===== src/amic_pkg.sv =====
// ****************************************************************
// constants and carriers for the add-on mailbox interrupt control
// ****************************************************************
package amic_pkg;

    // ************************************************************
    // register map
    // ************************************************************
    localparam int          AMIC_ADDR_W       = 8;
    localparam logic [7:0]  AMIC_CSR_OFFSET   = 8'h38;  // control/status word
    localparam logic [31:0] AMIC_CSR_RESET    = 32'h0000_0c0c;
    localparam logic [31:0] AMIC_CSR_HARDWIRE = 32'h0000_0c0c; // bits 11:10 and 3:2

    // ************************************************************
    // field positions
    // ************************************************************
    localparam int AMIC_BIT_IRQ_ANY  = 23;  // summary, read only
    localparam int AMIC_BIT_BIST     = 20;  // self-test flag
    localparam int AMIC_BIT_OMB_FLAG = 17;  // outgoing mailbox flag
    localparam int AMIC_BIT_IMB_FLAG = 16;  // incoming mailbox flag
    localparam int AMIC_BIT_OMB_EN   = 12;  // outgoing enable
    localparam int AMIC_OMB_SEL_LSB  = 8;   // outgoing byte select 9:8
    localparam int AMIC_BIT_IMB_EN   = 4;   // incoming enable
    localparam int AMIC_IMB_SEL_LSB  = 0;   // incoming byte select 1:0

    // byte lanes that carry each group of fields
    localparam int AMIC_LANE_IMB  = 0;
    localparam int AMIC_LANE_OMB  = 1;
    localparam int AMIC_LANE_FLAG = 2;

    // flag indices inside the flag vector
    localparam int AMIC_NFLAGS   = 3;
    localparam int AMIC_FLG_IMB  = 0;
    localparam int AMIC_FLG_OMB  = 1;
    localparam int AMIC_FLG_BIST = 2;

    // ************************************************************
    // carriers
    // ************************************************************
    // one add-on register access, strobes last one cycle
    typedef struct packed {
        logic                   sel;
        logic                   wr;
        logic                   rd;
        logic [AMIC_ADDR_W-1:0] addr;
        logic [3:0]             be;
        logic [31:0]            wdata;
    } amic_bus_req_t;

    // host-side events, one-cycle pulses on the same clock
    typedef struct packed {
        logic [3:0] imb_wr_be;   // host wrote incoming mailbox, per byte
        logic [3:0] omb_rd_be;   // host read outgoing mailbox, per byte
        logic       bist_start;  // host started a self test
    } amic_pci_evt_t;

endpackage : amic_pkg


===== src/amic_ctrl.sv =====
`timescale 1ns/1ps
// Functional notes
// RULE1: one control/status word chooses interrupt sources, shows causes and acknowledges them.
// RULE2: bit 23 reads as the OR of the self-test flag and both mailbox flags and is read only.
// RULE3: the self-test flag in bit 20 sets when the host starts a self test.
// RULE4: the self-test flag stays set until software writes a 1 to bit 20.
// RULE5: add-on logic returns self-test completion codes through the reset control register.
// RULE6: the outgoing mailbox flag in bit 17 can set when the host reads the outgoing mailbox.
// RULE7: the incoming mailbox flag in bit 16 can set when the host writes the incoming mailbox.
// RULE8: writing 1 to bit 17 or 16 clears that flag, writing 0 leaves it alone.
// RULE9: bit 12 enables the outgoing mailbox read interrupt and is read/write.
// RULE10: bits 9:8 pick the outgoing byte that triggers, 00 to 11 meaning byte 0 to byte 3.
// RULE11: bit 4 enables the incoming mailbox write interrupt and is read/write.
// RULE12: bits 1:0 pick the incoming byte that triggers, 00 byte 0 and 11 byte 3.
// RULE13: incoming select codes 01 and 10 pick byte 1 and byte 2.
// RULE14: a mailbox flag sets only when its enable is 1 and the access touches the chosen byte.
module amic_ctrl
    import amic_pkg::*;
#(
    parameter int ADDR_W = AMIC_ADDR_W
)
(
    // clock and reset
    input  wire logic          core_clk,
    input  wire logic          reset_n,
    // add-on register port
    input  wire amic_bus_req_t addon_req,
    output logic [31:0]        addon_rdata,
    output logic               addon_rvalid,
    // host side events
    input  wire amic_pci_evt_t pci_evt,
    // interrupt to add-on logic
    output logic               addon_irq
);

    // ************************************************************
    // elaboration checks
    // ************************************************************
    if (ADDR_W != AMIC_ADDR_W)
    begin : g_bad_addr_w
        $error("amic_ctrl: address width must match the register map");
    end

    // byte lanes are indexed into a four-bit enable
    if (AMIC_LANE_IMB > 3 || AMIC_LANE_OMB > 3 || AMIC_LANE_FLAG > 3)
    begin : g_bad_lane
        $error("amic_ctrl: byte lane outside the word");
    end

    // each writable field must sit in the byte lane that gates its write
    if ((AMIC_BIT_IMB_EN / 8) != AMIC_LANE_IMB)
    begin : g_bad_imb_en_lane
        $error("amic_ctrl: incoming enable outside its byte lane");
    end

    if ((AMIC_IMB_SEL_LSB / 8) != AMIC_LANE_IMB ||
        ((AMIC_IMB_SEL_LSB + 1) / 8) != AMIC_LANE_IMB)
    begin : g_bad_imb_sel_lane
        $error("amic_ctrl: incoming byte select outside its byte lane");
    end

    if ((AMIC_BIT_OMB_EN / 8) != AMIC_LANE_OMB)
    begin : g_bad_omb_en_lane
        $error("amic_ctrl: outgoing enable outside its byte lane");
    end

    if ((AMIC_OMB_SEL_LSB / 8) != AMIC_LANE_OMB ||
        ((AMIC_OMB_SEL_LSB + 1) / 8) != AMIC_LANE_OMB)
    begin : g_bad_omb_sel_lane
        $error("amic_ctrl: outgoing byte select outside its byte lane");
    end

    // the write-one-to-clear flags share one byte lane
    if ((AMIC_BIT_IMB_FLAG / 8) != AMIC_LANE_FLAG)
    begin : g_bad_imb_flag_lane
        $error("amic_ctrl: incoming flag outside the flag lane");
    end

    if ((AMIC_BIT_OMB_FLAG / 8) != AMIC_LANE_FLAG)
    begin : g_bad_omb_flag_lane
        $error("amic_ctrl: outgoing flag outside the flag lane");
    end

    if ((AMIC_BIT_BIST / 8) != AMIC_LANE_FLAG)
    begin : g_bad_bist_lane
        $error("amic_ctrl: self-test flag outside the flag lane");
    end

    // the sticky cells are indexed by the flag constants
    if (AMIC_FLG_IMB >= AMIC_NFLAGS || AMIC_FLG_OMB >= AMIC_NFLAGS ||
        AMIC_FLG_BIST >= AMIC_NFLAGS)
    begin : g_bad_flag_index
        $error("amic_ctrl: flag index outside the flag vector");
    end

    if (AMIC_FLG_IMB == AMIC_FLG_OMB || AMIC_FLG_IMB == AMIC_FLG_BIST ||
        AMIC_FLG_OMB == AMIC_FLG_BIST)
    begin : g_bad_flag_alias
        $error("amic_ctrl: two sources share one flag");
    end

    // hardwired ones must also be part of the reset value
    if ((AMIC_CSR_RESET & AMIC_CSR_HARDWIRE) != AMIC_CSR_HARDWIRE)
    begin : g_bad_hardwire
        $error("amic_ctrl: hardwired bits missing from the reset value");
    end

    // the summary bit must not alias a flag it summarises
    if (AMIC_BIT_IRQ_ANY == AMIC_BIT_BIST || AMIC_BIT_IRQ_ANY == AMIC_BIT_OMB_FLAG ||
        AMIC_BIT_IRQ_ANY == AMIC_BIT_IMB_FLAG)
    begin : g_bad_summary_bit
        $error("amic_ctrl: summary bit overlaps a flag");
    end

    // a hardwired one would hide the enables
    if (AMIC_CSR_HARDWIRE[AMIC_BIT_IMB_EN] || AMIC_CSR_HARDWIRE[AMIC_BIT_OMB_EN])
    begin : g_bad_enable_bit
        $error("amic_ctrl: an enable bit is hardwired");
    end

    // ************************************************************
    // helpers
    // ************************************************************
    // true when the access touched the byte picked by the select code
    function automatic logic amic_byte_hit(input logic [3:0] be, input logic [1:0] sel);
        amic_byte_hit = be[sel];
    endfunction : amic_byte_hit

    // true when one byte lane of a write to the control word is live
    function automatic logic amic_lane_wr(input logic csr_wr, input logic [3:0] be,
                                          input int lane);
        amic_lane_wr = csr_wr & be[lane];
    endfunction : amic_lane_wr

    // ************************************************************
    // state
    // ************************************************************
    logic                   imb_en_reg;
    logic                   imb_en_next;
    logic [1:0]             imb_sel_reg;
    logic [1:0]             imb_sel_next;
    logic                   omb_en_reg;
    logic                   omb_en_next;
    logic [1:0]             omb_sel_reg;
    logic [1:0]             omb_sel_next;
    logic [31:0]            rdata_reg;
    logic [31:0]            rdata_next;
    logic                   rvalid_reg;
    logic                   rvalid_next;
    logic                   irq_reg;
    logic                   irq_next;

    logic                   csr_hit;
    logic                   csr_wr;
    logic                   csr_rd;
    logic [AMIC_NFLAGS-1:0] flag_set;
    logic [AMIC_NFLAGS-1:0] flag_clr;
    logic [AMIC_NFLAGS-1:0] flag;
    logic [AMIC_NFLAGS-1:0] flag_next;
    logic                   irq_any;
    logic [31:0]            csr_value;

    // ************************************************************
    // address decode
    // ************************************************************
    // the control word is the only register of this block
    assign csr_hit = addon_req.sel && (addon_req.addr == AMIC_CSR_OFFSET);
    assign csr_wr  = csr_hit && addon_req.wr;   // see RULE1
    assign csr_rd  = addon_req.sel && addon_req.rd;

    // ************************************************************
    // control fields
    // ************************************************************
    // byte-enabled writes to the enables and byte selects
    always_comb
    begin
        imb_en_next  = imb_en_reg;
        imb_sel_next = imb_sel_reg;
        omb_en_next  = omb_en_reg;
        omb_sel_next = omb_sel_reg;
        if (amic_lane_wr(csr_wr, addon_req.be, AMIC_LANE_IMB))
        begin
            imb_en_next  = addon_req.wdata[AMIC_BIT_IMB_EN];                      // see RULE11
            imb_sel_next = addon_req.wdata[AMIC_IMB_SEL_LSB +: 2];               // see RULE12
        end
        if (amic_lane_wr(csr_wr, addon_req.be, AMIC_LANE_OMB))
        begin
            omb_en_next  = addon_req.wdata[AMIC_BIT_OMB_EN];                      // see RULE9
            omb_sel_next = addon_req.wdata[AMIC_OMB_SEL_LSB +: 2];               // see RULE10
        end
    end

    // register the control fields
    always_ff @(posedge core_clk)
    begin
        if (!reset_n)
        begin
            imb_en_reg  <= AMIC_CSR_RESET[AMIC_BIT_IMB_EN];
            imb_sel_reg <= AMIC_CSR_RESET[AMIC_IMB_SEL_LSB +: 2];
            omb_en_reg  <= AMIC_CSR_RESET[AMIC_BIT_OMB_EN];
            omb_sel_reg <= AMIC_CSR_RESET[AMIC_OMB_SEL_LSB +: 2];
        end
        else
        begin
            imb_en_reg  <= imb_en_next;
            imb_sel_reg <= imb_sel_next;
            omb_en_reg  <= omb_en_next;
            omb_sel_reg <= omb_sel_next;
        end
    end

    // ************************************************************
    // interrupt sources
    // ************************************************************
    // incoming flag: enabled write touching the selected byte, code maps 1:1 to lane
    assign flag_set[AMIC_FLG_IMB] = imb_en_reg &&
        amic_byte_hit(pci_evt.imb_wr_be, imb_sel_reg);   // see RULE7 see RULE13 see RULE14

    // outgoing flag: enabled read touching the selected byte
    assign flag_set[AMIC_FLG_OMB] = omb_en_reg &&
        amic_byte_hit(pci_evt.omb_rd_be, omb_sel_reg);   // see RULE6 see RULE14

    // self-test start always raises its flag
    assign flag_set[AMIC_FLG_BIST] = pci_evt.bist_start;   // see RULE3

    // write-one clears, lane 2 carries all three flags
    assign flag_clr[AMIC_FLG_IMB] = amic_lane_wr(csr_wr, addon_req.be, AMIC_LANE_FLAG) &&
        addon_req.wdata[AMIC_BIT_IMB_FLAG];    // see RULE8
    assign flag_clr[AMIC_FLG_OMB] = amic_lane_wr(csr_wr, addon_req.be, AMIC_LANE_FLAG) &&
        addon_req.wdata[AMIC_BIT_OMB_FLAG];    // see RULE8
    assign flag_clr[AMIC_FLG_BIST] = amic_lane_wr(csr_wr, addon_req.be, AMIC_LANE_FLAG) &&
        addon_req.wdata[AMIC_BIT_BIST];        // see RULE4

    // one sticky cell per source
    for (genvar i = 0; i < AMIC_NFLAGS; i++)
    begin : g_flag
        amic_sticky_flag u_flag
        (
            .core_clk    (core_clk),
            .reset_n     (reset_n),
            .set_pulse   (flag_set[i]),
            .clear_pulse (flag_clr[i]),
            .flag        (flag[i]),
            .flag_next   (flag_next[i])
        );
    end

    // summary of all causes
    assign irq_any = |flag;   // see RULE2

    // ************************************************************
    // read value
    // ************************************************************
    // reserved bits read zero, hardwired bits read one
    always_comb
    begin
        csr_value                        = AMIC_CSR_HARDWIRE;
        csr_value[AMIC_BIT_IRQ_ANY]      = irq_any;                  // see RULE2
        csr_value[AMIC_BIT_BIST]         = flag[AMIC_FLG_BIST];
        csr_value[AMIC_BIT_OMB_FLAG]     = flag[AMIC_FLG_OMB];
        csr_value[AMIC_BIT_IMB_FLAG]     = flag[AMIC_FLG_IMB];
        csr_value[AMIC_BIT_OMB_EN]       = omb_en_reg;
        csr_value[AMIC_OMB_SEL_LSB +: 2] = omb_sel_reg;
        csr_value[AMIC_BIT_IMB_EN]       = imb_en_reg;
        csr_value[AMIC_IMB_SEL_LSB +: 2] = imb_sel_reg;
    end

    // ************************************************************
    // read port and interrupt output
    // ************************************************************
    // read data one cycle after the strobe, other addresses read zero
    always_comb
    begin
        rdata_next  = rdata_reg;
        rvalid_next = csr_rd;
        if (csr_rd)
        begin
            if (csr_hit)
            begin
                rdata_next = csr_value;   // see RULE1
            end
            else
            begin
                rdata_next = 32'h0000_0000;
            end
        end
        irq_next = |flag_next;   // interrupt follows the flags in the same cycle
    end

    // register the outputs
    always_ff @(posedge core_clk)
    begin
        if (!reset_n)
        begin
            rdata_reg  <= 32'h0000_0000;
            rvalid_reg <= 1'b0;
            irq_reg    <= 1'b0;
        end
        else
        begin
            rdata_reg  <= rdata_next;
            rvalid_reg <= rvalid_next;
            irq_reg    <= irq_next;
        end
    end

    assign addon_rdata  = rdata_reg;
    assign addon_rvalid = rvalid_reg;
    assign addon_irq    = irq_reg;

endmodule : amic_ctrl


===== src/amic_sticky_flag.sv =====
`timescale 1ns/1ps
// ****************************************************************
// sticky flag, set by hardware, cleared by write-one
// ****************************************************************
module amic_sticky_flag
(
    // clock and reset
    input  wire logic core_clk,
    input  wire logic reset_n,
    // set and clear
    input  wire logic set_pulse,
    input  wire logic clear_pulse,
    // state
    output logic      flag,
    output logic      flag_next
);

    logic flag_reg;

    // a set in the same cycle as a clear wins
    always_comb
    begin
        flag_next = flag_reg;
        if (clear_pulse)
        begin
            flag_next = 1'b0;
        end
        if (set_pulse)
        begin
            flag_next = 1'b1;
        end
    end

    // register the flag
    always_ff @(posedge core_clk)
    begin
        if (!reset_n)
        begin
            flag_reg <= 1'b0;
        end
        else
        begin
            flag_reg <= flag_next;
        end
    end

    assign flag = flag_reg;

endmodule : amic_sticky_flag


===== config.mk =====
export PLATFORM = sky130hd
export DESIGN_NAME = amic_ctrl
export DESIGN_NICKNAME = d
export VERILOG_FILES = /design/src/amic_pkg.sv /design/src/amic_ctrl.sv /design/src/amic_sticky_flag.sv
export SDC_FILE = /design/constraint.sdc
export NUM_CORES = 1
export LEC_CHECK = 0
export ABC_AREA = 1
export BUFFER_PORTS_ARGS = -buffer_cell sky130_fd_sc_hd__buf_2
export CORE_MARGIN = 4
export CORE_UTILIZATION = 39
export DETAILED_ROUTE_END_ITERATION = 7
export GPL_TIMING_DRIVEN = 0
export HOLD_SLACK_MARGIN = 0.03
export PLACE_DENSITY = 0.91
export SYNTH_ARGS = -nofsm -noshare
export SYNTH_HDL_FRONTEND = slang
export SYNTH_SLANG_ARGS = --single-unit

===== constraint.sdc =====
create_clock -name core_clk -period 1.45 [get_ports core_clk]
set_clock_uncertainty 0.15 [all_clocks]
set_input_delay 0.29 -clock core_clk [delete_from_list [all_inputs] [get_ports core_clk]]
set_output_delay 0.29 -clock core_clk [all_outputs]
set_load 0.03 [all_outputs]

=== After elaboration in Yosys (flattened, before gate mapping) ===
Index checks and enable logic that the tools add are counted.
W data, S select, Z words.

* Register bits after elaboration: 43
* Bits of input ports: 58
* Output and inout port bits: 34
* Word-level logic and storage cells: 37

* Magnitude comparators: 2
* Eq/ne operators: 1
* Mux-type cells: 11
* Bitwise gates (word level): 3
* Reductions and logical operators: 10

{| class="wikitable"
|+ Operators by type and width
! operator !! count
|-
| $mux W24 || 1
|-
| $eq A8 B6 Y1 const B || 1
|-
| $logic_and A1 B1 Y1 || 8
|-
| $mux W1 || 8
|-
| $lt A2 B3 Y1 const B || 2
|-
| $reduce_or A3 Y1 || 2
|-
| $bmux W1 S2 || 2
|-
| $and A1 B1 Y1 || 3
|}

=== Logic depth before layout (Yosys ltp) ===
* Word-level depth: 8
* Mapped depth: 9

=== Modules after synthesis ===
Synthesis repeated with hierarchy kept, for this count alone.

* Cells, all modules: 171
* Area, all modules: 1181.1 µm²

{| class="wikitable"
|+ By module, submodules not included
! module !! times used !! cells an instance !! area an instance (µm²) !! seq. area each (µm²)
|-
| amic_ctrl || 1 || 150 || 1031.0 || 380.4
|-
| amic_sticky_flag || 3 || 7 || 50.0 || 20.0
|}

=== Least setup slack after synthesis ===
No wires, ideal clock.

* Path kind: input-to-reg
* From: input port addon_req[43] (netlist name)
* To: register irq_reg, in the netlist addon_irq
* Arrival: 0.960 ns
* Required time: 1.180 ns
* Slack: 0.220 ns
* Cell stages on the path: 8
* Path buffers: 0
* Cells stage by stage: nor2_1 > nand3_2 > nor2_4 > nand4_1 > nand2_1 > nand2_1 > nand2_1 > nand3_1

* Cells in the longest elaborated chain, start to end: 8
* Elaborated cells between the ends (all ways): 14

{| class="wikitable"
|+ Ends and longest elaborated chain
! item !! line !! text
|-
| start: declaration || amic_ctrl.sv:27 || <nowiki>input wire amic_bus_req_t addon_req,</nowiki>
|-
| $eq A8 B6 Y1 * || amic_ctrl.sv:167 || <nowiki>assign csr_hit = addon_req.sel && (addon_req.addr == AMIC_CSR_OFFSET);</nowiki>
|-
| $logic_and A1 B1 Y1 * || amic_ctrl.sv:167 ||
|-
| $logic_and A1 B1 Y1 * || amic_ctrl.sv:168 || <nowiki>assign csr_wr = csr_hit && addon_req.wr;</nowiki>
|-
| $and A1 B1 Y1 * || amic_ctrl.sv:132 || <nowiki>amic_lane_wr = csr_wr & be[lane];</nowiki>
|-
| $logic_and A1 B1 Y1 (on tied branches) || amic_ctrl.sv:227, amic_ctrl.sv:229, amic_ctrl.sv:231 ||
|-
| $mux W1 || amic_sticky_flag.sv:24 || <nowiki>if (clear_pulse)</nowiki>
|-
| $mux W1 || amic_sticky_flag.sv:28 || <nowiki>if (set_pulse)</nowiki>
|-
| $reduce_or A3 Y1 * || amic_ctrl.sv:287 || <nowiki>irq_next = |flag_next;</nowiki>
|-
| end signal: assignment || amic_ctrl.sv:303 || <nowiki>irq_reg <= irq_next;</nowiki>
|-
| end: declaration || amic_ctrl.sv:150 || <nowiki>logic irq_reg;</nowiki>
|}

Mark *: on every way between the ends. The rest lies on a longest branch, timed or not.
A chain may end at the register's enable or synchronous reset.

=== Worst setup path after layout ===
* From: register rdata_reg[11], in the netlist addon_rdata[11]
* To: output port addon_rdata[11]

{| class="wikitable"
|+ RTL lines
! item !! line !! text
|-
| start: declaration || amic_ctrl.sv:146 || <nowiki>logic [31:0] rdata_reg;</nowiki>
|-
| start signal: assignment || amic_ctrl.sv:301 || <nowiki>rdata_reg <= rdata_next;</nowiki>
|-
| end: declaration || amic_ctrl.sv:28 || <nowiki>output logic [31:0] addon_rdata,</nowiki>
|}

No word-level cell between the ends.

==> reports/results.ini <==
[clock_network]
cts_buffers = 3
clkSinkCount = 22
clkLatencyLatePin_ps = 300
cts_root_buf = clkbuf_4
clockBufferDepth = 2
post-cts-setup-buffers = 0
hold_buffers = 0
clkTransAtPathRegs_ps = 110
cts_tree = yes
htreeDepth = 1

[die]
die_area_sq_um = 3900
rows = 19
initial_utilization = 0.412
coreArea_sq_um = 2810
chipWidth_microns = 62.4
io_pins = 92
die_y_microns = 62.4

[sta]
rsz0062_at_grt = false
fin_tns_setup_ps = 0
fin_crit_sh = 0.958
fmax_ghz = 0.720
setup_viol = 0
hold_viol = 0
fin_crit_ps = 1390
slew_viol_final = 0
timing.hold.ws_ps = 65.6

[final_layout]
final_nets = 277
drive_above_1_share = 0.447
largest_register_ffs = 11
diodes = 0
nFillCells = 267
area_growth_pct = 31.9

[setup_path]
required_ps = 1010
r2r_cells = 7
worstPathMaxFanout = 5
cp.arrival_ps = 950
reg2reg_to = addon_irq
worstSetupPathType = reg2out
endpoint_kind = primary output
reg2reg_slack_ps = 180
startpoint_type = register
r2r_start = omb_sel_reg[0]
cp-startpoint = addon_rdata[11]

[yosys]
netlist_instances = 149
ys_seq_area_frac = 0.381
synth_commonest_cells = nand2_1 (32), buf_4 (23), dfxtp_1 (22)
ys_seq_elements = 22
yosysUniqueCellTypes = 24
yosysMostFrequentCell = nand2_1
synth.cell_area_sq_um = 1160
synthFlopType = dfxtp_1
synth_edf_count = 0
async_flop_share = 0
synth_top_area_cell = dfxtp_1
synth_area_leaders = dfxtp_1 (38%), buf_4 (15%), nand2_1 (10%)
synth.yosys.warnings = 0
synth_top_area_frac = 0.381
syn_avg_cell_area_sq_um = 7.76

[drt]
final_antenna_net_count = 0
routed_via_density = 4.21
vias = 1045
totalWireLength_microns = 2430
first_pass_iters = 4
drc_errors = 0
routedWlPerCell_microns = 9.79
drt-initial-drc-count = 54

[global_routing]
grt_overflow = 0
grt_first_pass_wirelength_microns = 4090
antenna_found_initial = 0
track_usage = 0.127
grt_max_degree = 12
grt_pass1_vias = 1018

[hold_path]
hold_class = in2reg
hold_path_end = omb_sel_reg[0]
hold_start = addon_req[8]
hold_path_depth = 3

[placement]
io_buffers = 48
dp_hpwl_microns = 2030
gp_congestion = 0.787

[pwr]
ir_worst_vdd_mv = 0.273
p_total_uw = 1080
p_leak_uw = 0.000796
p_per_area_nw_per_um2 = 708

[run_status]
status = finished clean

[flow_run]
cap_violations = 0

-- worst max-delay path, stage by stage (launching register included) --
cell,delay (ps)
dfxtp_2,370
buf_4,100
buf_2,180
-- where the power goes --
part / leakage, uW / switching, uW / internal (uW)
Combinational: 0.000604 / 123 / 79.9
Clock: 0.0000138 / 169 / 96.8
Sequential: 0.000178 / 1.77 / 609
-- cells by family after synthesis --
| family | count (synthesis) | synth area share |
|---|---|---|
| buffers and inverters | 37 | 0.196 |
| AO/OA/AOI/OAI | 24 | 0.140 |
| flip-flops | 22 | 0.381 |
| AND/OR/NAND/NOR | 65 | 0.280 |
| other | 1 | 0.00324 |
-- cell usage in the layout, fill, tap and decap left out, drive strengths merged --
cell type,netlist,final
a31oi,1,1
nand4,3,3
nand2,33,33
nor2,19,19
conb,1,18
o21ai,13,13
nor3,7,7
dfxtp,22,22
inv,12,12
a21oi,10,10
nand3,2,2
nand3b,1,1
clkbuf,1,5
buf,24,71
-- how the worst max path moves through the flow --
| stage | slack (ps) | endpoint | depth (start not counted) |
|---|---|---|---|
| after floorplan | 220 | addon_irq | 8 |
| after global placement | 30 | addon_irq | 9 |
| after detailed placement | 10 | addon_irq | 9 |
| after CTS | 40 | addon_rdata[11] | 2 |
| after global routing | 2 | addon_rdata[3] | 2 |
| final | 60 | addon_rdata[11] | 2 |
-- cell type report --
type / count / area, sq um / share of cell area
clock buffers: 3 / 22.5 / 0.0148
inverters: 12 / 45.0 / 0.0295
flip-flops and latches: 22 / 442 / 0.290
plain buffers: 25 / 181 / 0.119
multi-input cells: 107 / 553 / 0.363
well taps: 31 / 38.8 / 0.0254
repair buffers: 48 / 243 / 0.159
-- stage by stage --
stage,cells,area [sq um],setup slack (ps),utilization
CTS,248,1520,39.8,0.543
floorplan,166,1220,220,-
finish,248,1530,61.4,0.544
detailed placement,245,1500,10.6,0.534
global route,248,1530,1.93,0.544
global placement,245,1500,34.1,0.534
-- timing repair --
item	in CTS	in global routing
setup endpoints to repair	3	1
gates resized for setup	1	1
cloned	0	0
-- per-layer routing --
layer	vias up	global-route usage	wire, microns
met5	-	0	0
met4	0	0.0716	40
met3	4	0.0270	147
met2	36	0.224	1280
met1	431	0.139	955
li1	574	-	-
Power figures use the tool's default switching activity.
